==> src/core/vdt_defines.vh <==
/*
 register numbers, field positions, reset values and timing counts for the
 vlan / priority table access block.
 assumes a plain register port where the register number is the address.
*/
// What this block does
// - vlan entry bit 13 holds port 0 membership, like port 2.
// - vlan entry bit 12 holds port 0 untag control, like port 2.
// - non-member port drops matching frames unless admit-non-member; excluded from broadcast.
// - untag set on hybrid egress port strips tag of matching frames.
// - vlan entry bits 11:0 hold the vlan id, reset zero.
// - vlan id zero is a null vlan and disables the entry.
// - vlan command status bit 0 is a read-only self-clearing pending flag.
// - a priority table indexed by received tos/cs gives a receive priority.
// - a write to the table command register launches one table access unless one is already pending.
// - command bit 7 picks direction: one read, zero write; resets zero.
// - command bits 5:0 pick the entry; bits 6 and 31:8 read zero.
// - a read keeps pending set until the entry is fetched.
// - a write uses preloaded write data; pending stays until entry updated.
// - write data bits 2:0 hold priority to store, read-write, reset zero.
// - read data bits 2:0 return priority from the last completed read.
// - table contents undefined after reset; software initialises every entry.
`ifndef VDT_DEFINES_VH
`define VDT_DEFINES_VH
// ---------------------------------------------------------------
// register numbers
// ---------------------------------------------------------------
`define VDT_REG_VLAN_ENTRY 16'h1800
`define VDT_REG_VLAN_STS 16'h1810
`define VDT_REG_CMD 16'h1811
`define VDT_REG_WR_DATA 16'h1812
`define VDT_REG_RD_DATA 16'h1813
`define VDT_REG_TBL_STS 16'h1814
`define VDT_REG_VLAN_GO 16'h1801
// ---------------------------------------------------------------
// field positions
// ---------------------------------------------------------------
`define VDT_VE_MEMBER0 13
`define VDT_VE_UNTAG0 12
`define VDT_VE_VID_HI 11
`define VDT_CMD_DIR 7
`define VDT_CMD_IDX_HI 5
`define VDT_PRIO_HI 2
// ---------------------------------------------------------------
// reset values and timing
// ---------------------------------------------------------------
`define VDT_VID_RST 12'h000
`define VDT_VID_NULL 12'h000
`define VDT_CMD_RST 8'h00
`define VDT_PRIO_RST 3'h0
`define VDT_ACCESS_CYCLES 4'h2
`endif

==> src/core/vdt_prio_table.v <==
/*
 64-entry receive priority memory with one access port for commands and one
 read port for the forwarding engine.
 assumes the caller serialises command accesses.
*/
`timescale 1ns/10ps
`include "vdt_defines.vh"
module vdt_prio_table #(
   parameter AW = 6,
   parameter DW = 3
) (
   // clock
   input wire clk,
   // command port
   input wire we,
   input wire re,
   input wire [AW-1:0] addr,
   input wire [DW-1:0] wdata,
   output reg [DW-1:0] rdata,
   // lookup port
   input wire [AW-1:0] look_idx,
   output wire [DW-1:0] look_prio
);
   // no reset: contents stay undefined until software fills them
   reg [DW-1:0] mem [0:(1<<AW)-1];
   // synchronous access, one cycle
   always @(posedge clk) begin
      if (we) begin
         mem[addr] <= wdata;
      end
      if (re) begin
         rdata <= mem[addr];
      end
   end
   assign look_prio = mem[look_idx];
endmodule

==> src/core/vdt_vlan_filter.v <==
/*
 port 0 view of one vlan entry: ingress admit and egress untag decisions.
 assumes frame vid, admit-non-member and hybrid type come from the engine.
*/
`timescale 1ns/10ps
`include "vdt_defines.vh"
module vdt_vlan_filter (
   // entry
   input wire [13:0] entry,
   // frame and port context
   input wire [11:0] frame_vid,
   input wire admit_non_member_control,
   input wire hybrid_port,
   // decisions
   output wire match,
   output wire drop,
   output wire in_bcast,
   output wire strip_tag
);
   // null vid never matches, so a zeroed entry is disabled
   assign match = (entry[`VDT_VE_VID_HI:0] != `VDT_VID_NULL) && (frame_vid == entry[`VDT_VE_VID_HI:0]);
   assign drop = match && !entry[`VDT_VE_MEMBER0] && !admit_non_member_control;
   assign in_bcast = match && entry[`VDT_VE_MEMBER0];
   assign strip_tag = match && entry[`VDT_VE_UNTAG0] && hybrid_port;
endmodule

==> src/core/vdt_top.v <==
/*
 register access for the port 0 vlan entry bits, vlan command status and the
 priority mapping table.
 assumes one clock, a plain register port, and engine inputs on that clock.
*/
`timescale 1ns/10ps
`include "vdt_defines.vh"
module vdt_top (
   // clock and reset
   input wire ref_clk,
   input wire rst_b,
   // register port
   input wire [15:0] reg_addr,
   input wire [31:0] reg_wdata,
   input wire reg_wr,
   input wire reg_rd,
   output reg [31:0] reg_rdata,
   // engine side
   input wire [11:0] frame_vid,
   input wire admit_non_member_control,
   input wire hybrid_port,
   input wire [5:0] look_idx,
   output reg [2:0] look_prio,
   output reg vlan_drop,
   output reg vlan_in_bcast,
   output reg vlan_strip_tag
);
   // ---------------------------------------------------------------
   // reset release
   // ---------------------------------------------------------------
   reg rst_s1_r;
   reg rst_s2_r;
   wire rst_n = rst_s2_r;
   // two stages so the release is clean on ref_clk
   always @(posedge ref_clk or negedge rst_b) begin
      if (!rst_b) begin
         rst_s1_r <= 1'b0;
         rst_s2_r <= 1'b0;
      end else begin
         rst_s1_r <= 1'b1;
         rst_s2_r <= rst_s1_r;
      end
   end

   // ---------------------------------------------------------------
   // state
   // ---------------------------------------------------------------
   localparam ST_IDLE = 2'd0;
   localparam ST_BUSY = 2'd1;
   localparam ST_DONE = 2'd2;
   reg [13:0] vlan_entry_r;
   reg vlan_pend_r;
   reg [3:0] vlan_cnt_r;
   reg [7:0] cmd_r;
   reg [2:0] wr_data_r;
   reg [2:0] rd_data_r;
   reg [1:0] state_r;
   reg [1:0] state_nxt;
   reg [3:0] cnt_r;
   wire [2:0] mem_rdata;
   wire [2:0] mem_look;
   wire f_match;
   wire f_drop;
   wire f_bcast;
   wire f_strip;
   wire tbl_pend = (state_r != ST_IDLE);
   wire wr_cmd = reg_wr && (reg_addr == `VDT_REG_CMD);
   // commands during pending are dropped to keep the table access atomic
   wire launch = wr_cmd && !tbl_pend;
   wire is_read = cmd_r[`VDT_CMD_DIR];
   wire mem_we = (state_r == ST_BUSY) && (cnt_r == 4'h1) && !is_read;
   wire mem_re = (state_r == ST_BUSY) && (cnt_r == 4'h1) && is_read;

   // ---------------------------------------------------------------
   // table and filter
   // ---------------------------------------------------------------
   vdt_prio_table #(
      .AW(6),
      .DW(3)
   ) u_table (
      .clk(ref_clk),
      .we(mem_we),
      .re(mem_re),
      .addr(cmd_r[`VDT_CMD_IDX_HI:0]),
      .wdata(wr_data_r),
      .rdata(mem_rdata),
      .look_idx(look_idx),
      .look_prio(mem_look)
   );

   vdt_vlan_filter u_filter (
      .entry(vlan_entry_r),
      .frame_vid(frame_vid),
      .admit_non_member_control(admit_non_member_control),
      .hybrid_port(hybrid_port),
      .match(f_match),
      .drop(f_drop),
      .in_bcast(f_bcast),
      .strip_tag(f_strip)
   );

   // ---------------------------------------------------------------
   // table command sequencer
   // ---------------------------------------------------------------
   // next state
   always @* begin
      state_nxt = state_r;
      case (state_r)
         ST_IDLE: begin
            if (launch) begin
               state_nxt = ST_BUSY;
            end
         end
         ST_BUSY: begin
            if (cnt_r == 4'h1) begin
               state_nxt = ST_DONE;
            end
         end
         ST_DONE: begin
            state_nxt = ST_IDLE;
         end
         default: begin
            state_nxt = ST_IDLE;
         end
      endcase
   end

   // sequencer registers; read data captured in done
   always @(posedge ref_clk or negedge rst_n) begin
      if (!rst_n) begin
         state_r <= ST_IDLE;
         cnt_r <= 4'h0;
         cmd_r <= `VDT_CMD_RST;
         rd_data_r <= `VDT_PRIO_RST;
      end else begin
         state_r <= state_nxt;
         if (launch) begin
            cmd_r <= {reg_wdata[`VDT_CMD_DIR], 1'b0, reg_wdata[`VDT_CMD_IDX_HI:0]};
            cnt_r <= `VDT_ACCESS_CYCLES;
         end else if (cnt_r != 4'h0) begin
            cnt_r <= cnt_r - 4'h1;
         end
         if ((state_r == ST_DONE) && is_read) begin
            rd_data_r <= mem_rdata;
         end
      end
   end

   // ---------------------------------------------------------------
   // software registers
   // ---------------------------------------------------------------
   // vlan entry, write data, and a vlan access pending flag
   always @(posedge ref_clk or negedge rst_n) begin
      if (!rst_n) begin
         vlan_entry_r <= {2'b00, `VDT_VID_RST};
         wr_data_r <= `VDT_PRIO_RST;
         vlan_pend_r <= 1'b0;
         vlan_cnt_r <= 4'h0;
      end else begin
         if (reg_wr && (reg_addr == `VDT_REG_VLAN_ENTRY)) begin
            vlan_entry_r <= reg_wdata[13:0];
         end
         if (reg_wr && (reg_addr == `VDT_REG_WR_DATA)) begin
            wr_data_r <= reg_wdata[`VDT_PRIO_HI:0];
         end
         // a vlan go write marks a command in progress for a fixed time
         if (reg_wr && (reg_addr == `VDT_REG_VLAN_GO) && !vlan_pend_r) begin
            vlan_pend_r <= 1'b1;
            vlan_cnt_r <= `VDT_ACCESS_CYCLES;
         end else if (vlan_cnt_r > 4'h1) begin
            vlan_cnt_r <= vlan_cnt_r - 4'h1;
         end else begin
            vlan_cnt_r <= 4'h0;
            vlan_pend_r <= 1'b0;
         end
      end
   end

   // read decode, data the cycle after the strobe
   always @(posedge ref_clk or negedge rst_n) begin
      if (!rst_n) begin
         reg_rdata <= 32'h00000000;
      end else if (reg_rd) begin
         if (reg_addr == `VDT_REG_VLAN_ENTRY) begin
            reg_rdata <= {18'h00000, vlan_entry_r};
         end else if (reg_addr == `VDT_REG_VLAN_STS) begin
            reg_rdata <= {31'h00000000, vlan_pend_r};
         end else if (reg_addr == `VDT_REG_CMD) begin
            reg_rdata <= {24'h000000, cmd_r};
         end else if (reg_addr == `VDT_REG_WR_DATA) begin
            reg_rdata <= {29'h00000000, wr_data_r};
         end else if (reg_addr == `VDT_REG_RD_DATA) begin
            reg_rdata <= {29'h00000000, rd_data_r};
         end else if (reg_addr == `VDT_REG_TBL_STS) begin
            reg_rdata <= {31'h00000000, tbl_pend};
         end else begin
            reg_rdata <= 32'h00000000;
         end
      end else begin
         reg_rdata <= 32'h00000000;
      end
   end

   // ---------------------------------------------------------------
   // engine outputs, registered
   // ---------------------------------------------------------------
   // one cycle of latency keeps every output on a flop
   always @(posedge ref_clk or negedge rst_n) begin
      if (!rst_n) begin
         look_prio <= 3'h0;
         vlan_drop <= 1'b0;
         vlan_in_bcast <= 1'b0;
         vlan_strip_tag <= 1'b0;
      end else begin
         look_prio <= mem_look;
         vlan_drop <= f_drop;
         vlan_in_bcast <= f_bcast && f_match;
         vlan_strip_tag <= f_strip;
      end
   end
endmodule

==> config.mk <==
export PLATFORM = sky130hd
export DESIGN_NAME = vdt_top
export DESIGN_NICKNAME = d
export VERILOG_FILES = /design/src/core/vdt_prio_table.v /design/src/core/vdt_vlan_filter.v /design/src/core/vdt_top.v
export VERILOG_INCLUDE_DIRS = /design/src /design/src/core
export SDC_FILE = /design/constraint.sdc
export NUM_CORES = 1
export LEC_CHECK = 0
export BUFFER_PORTS_ARGS = -buffer_cell sky130_fd_sc_hd__buf_2
export CAP_MARGIN = 20
export CORE_MARGIN = 4
export CORE_UTILIZATION = 45
export DETAILED_ROUTE_END_ITERATION = 7
export PLACE_DENSITY = 0.69
export SYNTH_ARGS = -nofsm -noshare
export SYNTH_HDL_FRONTEND = slang
export SYNTH_SLANG_ARGS = --single-unit
==> constraint.sdc <==
create_clock -name ref_clk -period 5.35 [get_ports ref_clk]
set_clock_uncertainty 0.05 [all_clocks]
set_input_delay 0.8025 -clock ref_clk [delete_from_list [all_inputs] [get_ports ref_clk]]
set_output_delay 0.8025 -clock ref_clk [all_outputs]
set_load 0.05 [all_outputs]
## Word level (Yosys, flattened, before mapping)

Memories as Yosys holds them, arrays and structs flattened. A register that Yosys moved wholly into a read port is not among the register bits.
Index checks and enable logic that the tools add are counted.

- Reduce and logical (&&, ||, !) cells: 29
- Add/sub/neg operators: 2
- Order comparisons: 1
- Equal/unequal tests: 14
- Multiplexer cells: 18

Operators by type and width:

| operator | count |
|---|---|
| 16-bit by 13-bit equality test with 1-bit output (second input constant) | 7 |
| 32-bit 2-to-1 mux | 3 |
| 1-bit logical AND | 17 |
| 4-bit 2-to-1 mux | 4 |
| 12-bit equality test | 1 |
| 12-bit nonzero test | 1 |
| 8-bit 2-to-1 mux | 1 |
| 4-bit by 1-bit subtractor with 4-bit output (second input constant) | 2 |
| 1-bit zero test | 6 |
| 3-bit 2-to-1 mux | 2 |
| 1-bit 2-to-1 mux | 5 |
| 4-bit by 1-bit equality test with 1-bit output (second input constant) | 1 |
| 4-bit by 1-bit greater-than comparator with 1-bit output (second input constant) | 1 |
| 2-bit 2-to-1 mux | 2 |
| 2-bit inequality test (second input constant) | 2 |
| 2-bit case mux with 2 select lines | 1 |
| 2-bit nonzero test | 2 |
| 4-bit nonzero test | 1 |
| 2-bit by 1-bit equality test with 1-bit output (second input constant) | 1 |
| 2-bit equality test (second input constant) | 1 |
| 2-bit zero test | 1 |
| 2-bit by 1-bit inequality test with 1-bit output (second input constant) | 1 |
| 2-bit AND reduction | 1 |

- Logic and storage cells: 79
- Input port bits: 72
- Bits in writable memories: 192
- Memories kept: 1
- Register bits: 75

Memory list:

| name | depth | width | rd ports | clocked after Yosys merged registers in | wr ports | line | source |
|---|---|---|---|---|---|---|---|
| u_table.mem | 64 | 3 | 2 | 2 | 1 | vdt_prio_table.v:25 | `reg [DW-1:0] mem [0:(1<<AW)-1];` |

## Depth between registers and ports, before layout

- Depth after elaboration: 8
- Gate-level depth with buffers: 9
- Mapped depth without buffers: 6

## By module

A second synthesis with hierarchy kept.

- Cells, all modules: 819
- Area total of the unflattened synthesis: 12478.2 um2

Modules (own cells, without submodules):

| module | instances | area an instance (um2) | seq. area each (um2) | cells each |
|---|---|---|---|---|
| vdt_prio_table | 1 | 9525.4 | 5855.6 | 592 |
| vdt_top | 1 | 2731.4 | 1501.4 | 200 |
| vdt_vlan_filter | 1 | 221.5 | 0.0 | 27 |

## Least setup slack after synthesis

Ideal clock, no wire load.

- Kind: input to register
- Start point: input reg_addr[3]
- End point: register cmd_r[1]
- Arrival: 2.244 ns
- Path buffers: 1
- Cell stages on the path: 5
- Required time: 5.173 ns
- Setup slack: 2.929 ns
- Path through: or4b_4 > nor3_4 > and4_1 > buf_6 > mux2_1

- Cells in the longest elaborated chain, start to end: 3

Ends and longest elaborated chain:

| what | line | source |
|---|---|---|
| from (decl) | vdt_top.v:13 | `input wire [15:0] reg_addr,` |
| 16-bit by 13-bit equality test with 1-bit output (no line) | -- |  |
| 1-bit logical AND | vdt_top.v:67 | `` wire wr_cmd = reg_wr && (reg_addr == `VDT_REG_CMD); `` |
| 1-bit logical AND | vdt_top.v:69 | `wire launch = wr_cmd && !tbl_pend;` |
| to (signal assigned) | vdt_top.v:133 | `` cmd_r <= `VDT_CMD_RST; `` |
| to (signal assigned) | vdt_top.v:138 | `` cmd_r <= {reg_wdata[`VDT_CMD_DIR], 1'b0, reg_wdata[`VDT_CMD_IDX_HI:0]}; `` |
| to (decl) | vdt_top.v:54 | `reg [7:0] cmd_r;` |

No other way between the ends.
A chain may end at the register's enable or synchronous reset.

==> impl_metrics.env <==
export IMPL_outcome="finished clean"
export IMPL_fin_crit_sh=0.591
export IMPL_worstPathRequired_ps=5540
export IMPL_synth_compound_area_frac=0.0583
export IMPL_cts_max_level=1
export IMPL_async_flop_share=0.235
export IMPL_die_area_sq_um=30200
export IMPL_finalHoldViolCount=0
export IMPL_portBuffers=73
export IMPL_pwr_density_cell_nw_per_um2=304
export IMPL_tns_ps=0
export IMPL_area_delta_synth_final_pct=11.2
export IMPL_die_w_um=174
export IMPL_rsz0062_at_grt="false"
export IMPL_cp_max_fo=30
export IMPL_grt_pass1_vias=7592
export IMPL_cts_setup_buffers=0
export IMPL_viasPerCell=6.16
export IMPL_synth_top_cell_area_share=0.474
export IMPL_worst_path_buf_inv=1
export IMPL_drive_above_1_share=0.275
export IMPL_synth_most_common_cell="edfxtp_1"
export IMPL_synth_cell_type_count=75
export IMPL_cts_resized=0
export IMPL_synth_xor_area_frac=0.00992
export IMPL_design_area_sq_um=13700
export IMPL_fmax_mhz=316
export IMPL_gp_congestion=0.909
export IMPL_cp_start_kind="flop"
export IMPL_pin_count=110
export IMPL_vdd_drop_max_mv=0.246
export IMPL_final_antenna_net_count=0
export IMPL_path_clk_slew_ps=60
export IMPL_cpMaxStageDelayCell="dfrtp_2"
export IMPL_nets=941
export IMPL_yosysTopAreaCell="edfxtp_1"
export IMPL_die_y_um=174
export IMPL_drcViolationCount=0
export IMPL_criticalPathCategory="reg2reg"
export IMPL_via_count=7554
export IMPL_wire_per_inst_um=24.4
export IMPL_synthMuxAreaShare=0.211
export IMPL_hpwlAfterDp_um=19900
export IMPL_start_util=0.457
export IMPL_hp_class="reg2reg"
export IMPL_drt_initial_drc_count=917
export IMPL_fin_ws_ps=2190
export IMPL_synth_area_per_cell_sq_um=15.5
export IMPL_core_area_sq_um=27000
export IMPL_place_area_sq_um=12900
export IMPL_synthTopCellsByCount="edfxtp_1 (195), nor2_1 (83), mux4_2 (76)"
export IMPL_grt_pass1_wl_um=45700
export IMPL_synthAdderAreaFrac=0.00405
export IMPL_pre_cts_ws_ps=2080
export IMPL_maxCapViolCount=0
export IMPL_worst_slew_pin_slew_ps=938
export IMPL_routed_wl_um=29900
export IMPL_netlist_area_sq_um=12400
export IMPL_critPathTopFamily="compound AO/OA/AOI/OAI gates"
export IMPL_grt_usage=0.195
export IMPL_synth_top_family_by_area="multiplexers"
export IMPL_hold_buffers=1
export IMPL_crit_path_end_kind="flop"
export IMPL_synth_area_leaders="edfxtp_1 (47%), mux4_2 (14%), dfrtp_1 (12%), mux2i_1 (2.7%), nor2_1 (2.5%)"
export IMPL_finalMaxSlewViolations=0
export IMPL_synth_cells=800
export IMPL_worstSkewPairLatency_ps=530
export IMPL_yosys_area_share_simple=0.0819
export IMPL_seq_area_frac_synth=0.595
export IMPL_dr_pass1_iters=6
export IMPL_setup_violations_final=0
export IMPL_numCtsBuffers=26
export IMPL_cts_num_sinks=255
export IMPL_ys_warn_count=0
export IMPL_synth_ff_type="edfxtp_1"
export IMPL_slowest_delay_ps=900
export IMPL_max_slew_margin=0.359
export IMPL_synth_edf_count=195
export IMPL_clk_path_buf_depth=3
export IMPL_cts_tree="done"
export IMPL_post_route_util=0.509
export IMPL_worstPathArrival_ps=3350
export IMPL_antenna_found_initial=2
export IMPL_rows=60
export IMPL_gr_total_overflow=0
export IMPL_cts_root_buffer="clkbuf_16"
export IMPL_post_route_min_period_ps=3160
export IMPL_grt_max_degree=67
export IMPL_ys_ff_latch=255
export IMPL_crit_chain="buf_4, mux4_2, o21bai_1, o22ai_1, a2111oi_1, nand2_1"
export IMPL_p_leak_nw=4.46
==> per-stage QoR <==
step / power, mW / hold slack [ps] / instances
after floorplan: 2.41 / 281 / 817
after global placement: 2.46 / 287 / 1176
after detailed placement: 2.47 / 289 / 1176
after CTS: 4.21 / 306 / 1225
after global routing: 4.32 / 315 / 1227
final: 4.18 / 303 / 1227
==> report_power, final <==
| group | internal, mW | switching, mW |
|---|---|---|
| Combinational | 0.0985 | 0.159 |
| Clock | 1.02 | 0.738 |
| Sequential | 2.14 | 0.0253 |
==> final cells by class <==
type | instances | area (sq um)
clock buffers | 34 | 702
well taps | 341 | 427
diodes | 1 | 2.50
fillers | 2225 | 13300
flip-flops and latches | 255 | 7360
inverters | 15 | 56.3
clock inverters | 14 | 111
repair buffers | 85 | 495
multi-input cells | 482 | 4590
==> logic make-up after synthesis <==
| logic type | after synthesis |
|---|---|
| simple gates | 196 |
| buf+inv | 80 |
| fa+ha+maj | 4 |
| other cells | 2 |
| compound gates | 97 |
| flops | 255 |
| xor+xnor | 14 |
| mux | 152 |
==> layout by cell type, fill, tap and decap left out, types with 9 or more instances in the layout <==
master,n
a21oi_1,11
a22oi_1,12
and2_1,9
buf_2,73
clkbuf_16,27
conb_1,19
dfrtp_1,54
edfxtp_1,195
inv_1,12
mux2_1,11
mux2_2,18
mux2_4,11
mux2i_1,33
mux4_2,76
nand2_1,25
nand3_1,11
nor2_1,83
nor2b_1,12
o22ai_1,11
xor2_1,11
==> worst reg2reg max path: stages (launching register included) <==
cell	delay (ps)
dfrtp_2	900
buf_4	430
mux4_2	360
o21bai_1	190
o22ai_1	120
a2111oi_1	680
nand2_1	160
==> layer usage <==
layer  track usage  wire (um)
met5             0          7
met1         0.260      11800
met3        0.0475       2970
met2         0.318      14100
met4        0.0610       1060
==> state kept, by name, indices dropped and copies added, names as in the netlist, 2 cells and up <==
signal and cells:
look_prio 3, cnt_r 4, rd_data_r 3, u_table.rdata 3, cmd_r 7, u_table.mem 192
vlan_cnt_r 4, wr_data_r 3, state_r 2, reg_rdata 14, vlan_entry_r 14
==> worst paths after layout <==
path                                            from                         end  slack, ps  cells after the start
worst max-delay path            cmd_r[1]$_DFFE_PN0P_  u_table.rdata[0]$_DFFE_PP_       2190                      6
worst min-delay path              rst_s1_r$_DFF_PN0_             rst_n$_DFF_PN0_        300                      0
worst max register to register  cmd_r[1]$_DFFE_PN0P_  u_table.rdata[0]$_DFFE_PP_       2190                      6
worst min register to register    rst_s1_r$_DFF_PN0_             rst_n$_DFF_PN0_        300                      0
max in group asynchronous            rst_n$_DFF_PN0_        cmd_r[0]$_DFFE_PN0P_       4350                      1
min in group asynchronous            rst_n$_DFF_PN0_      look_prio[2]$_DFF_PN0_        360                      1
No activity file was read; power rests on OpenSTA's default activity.
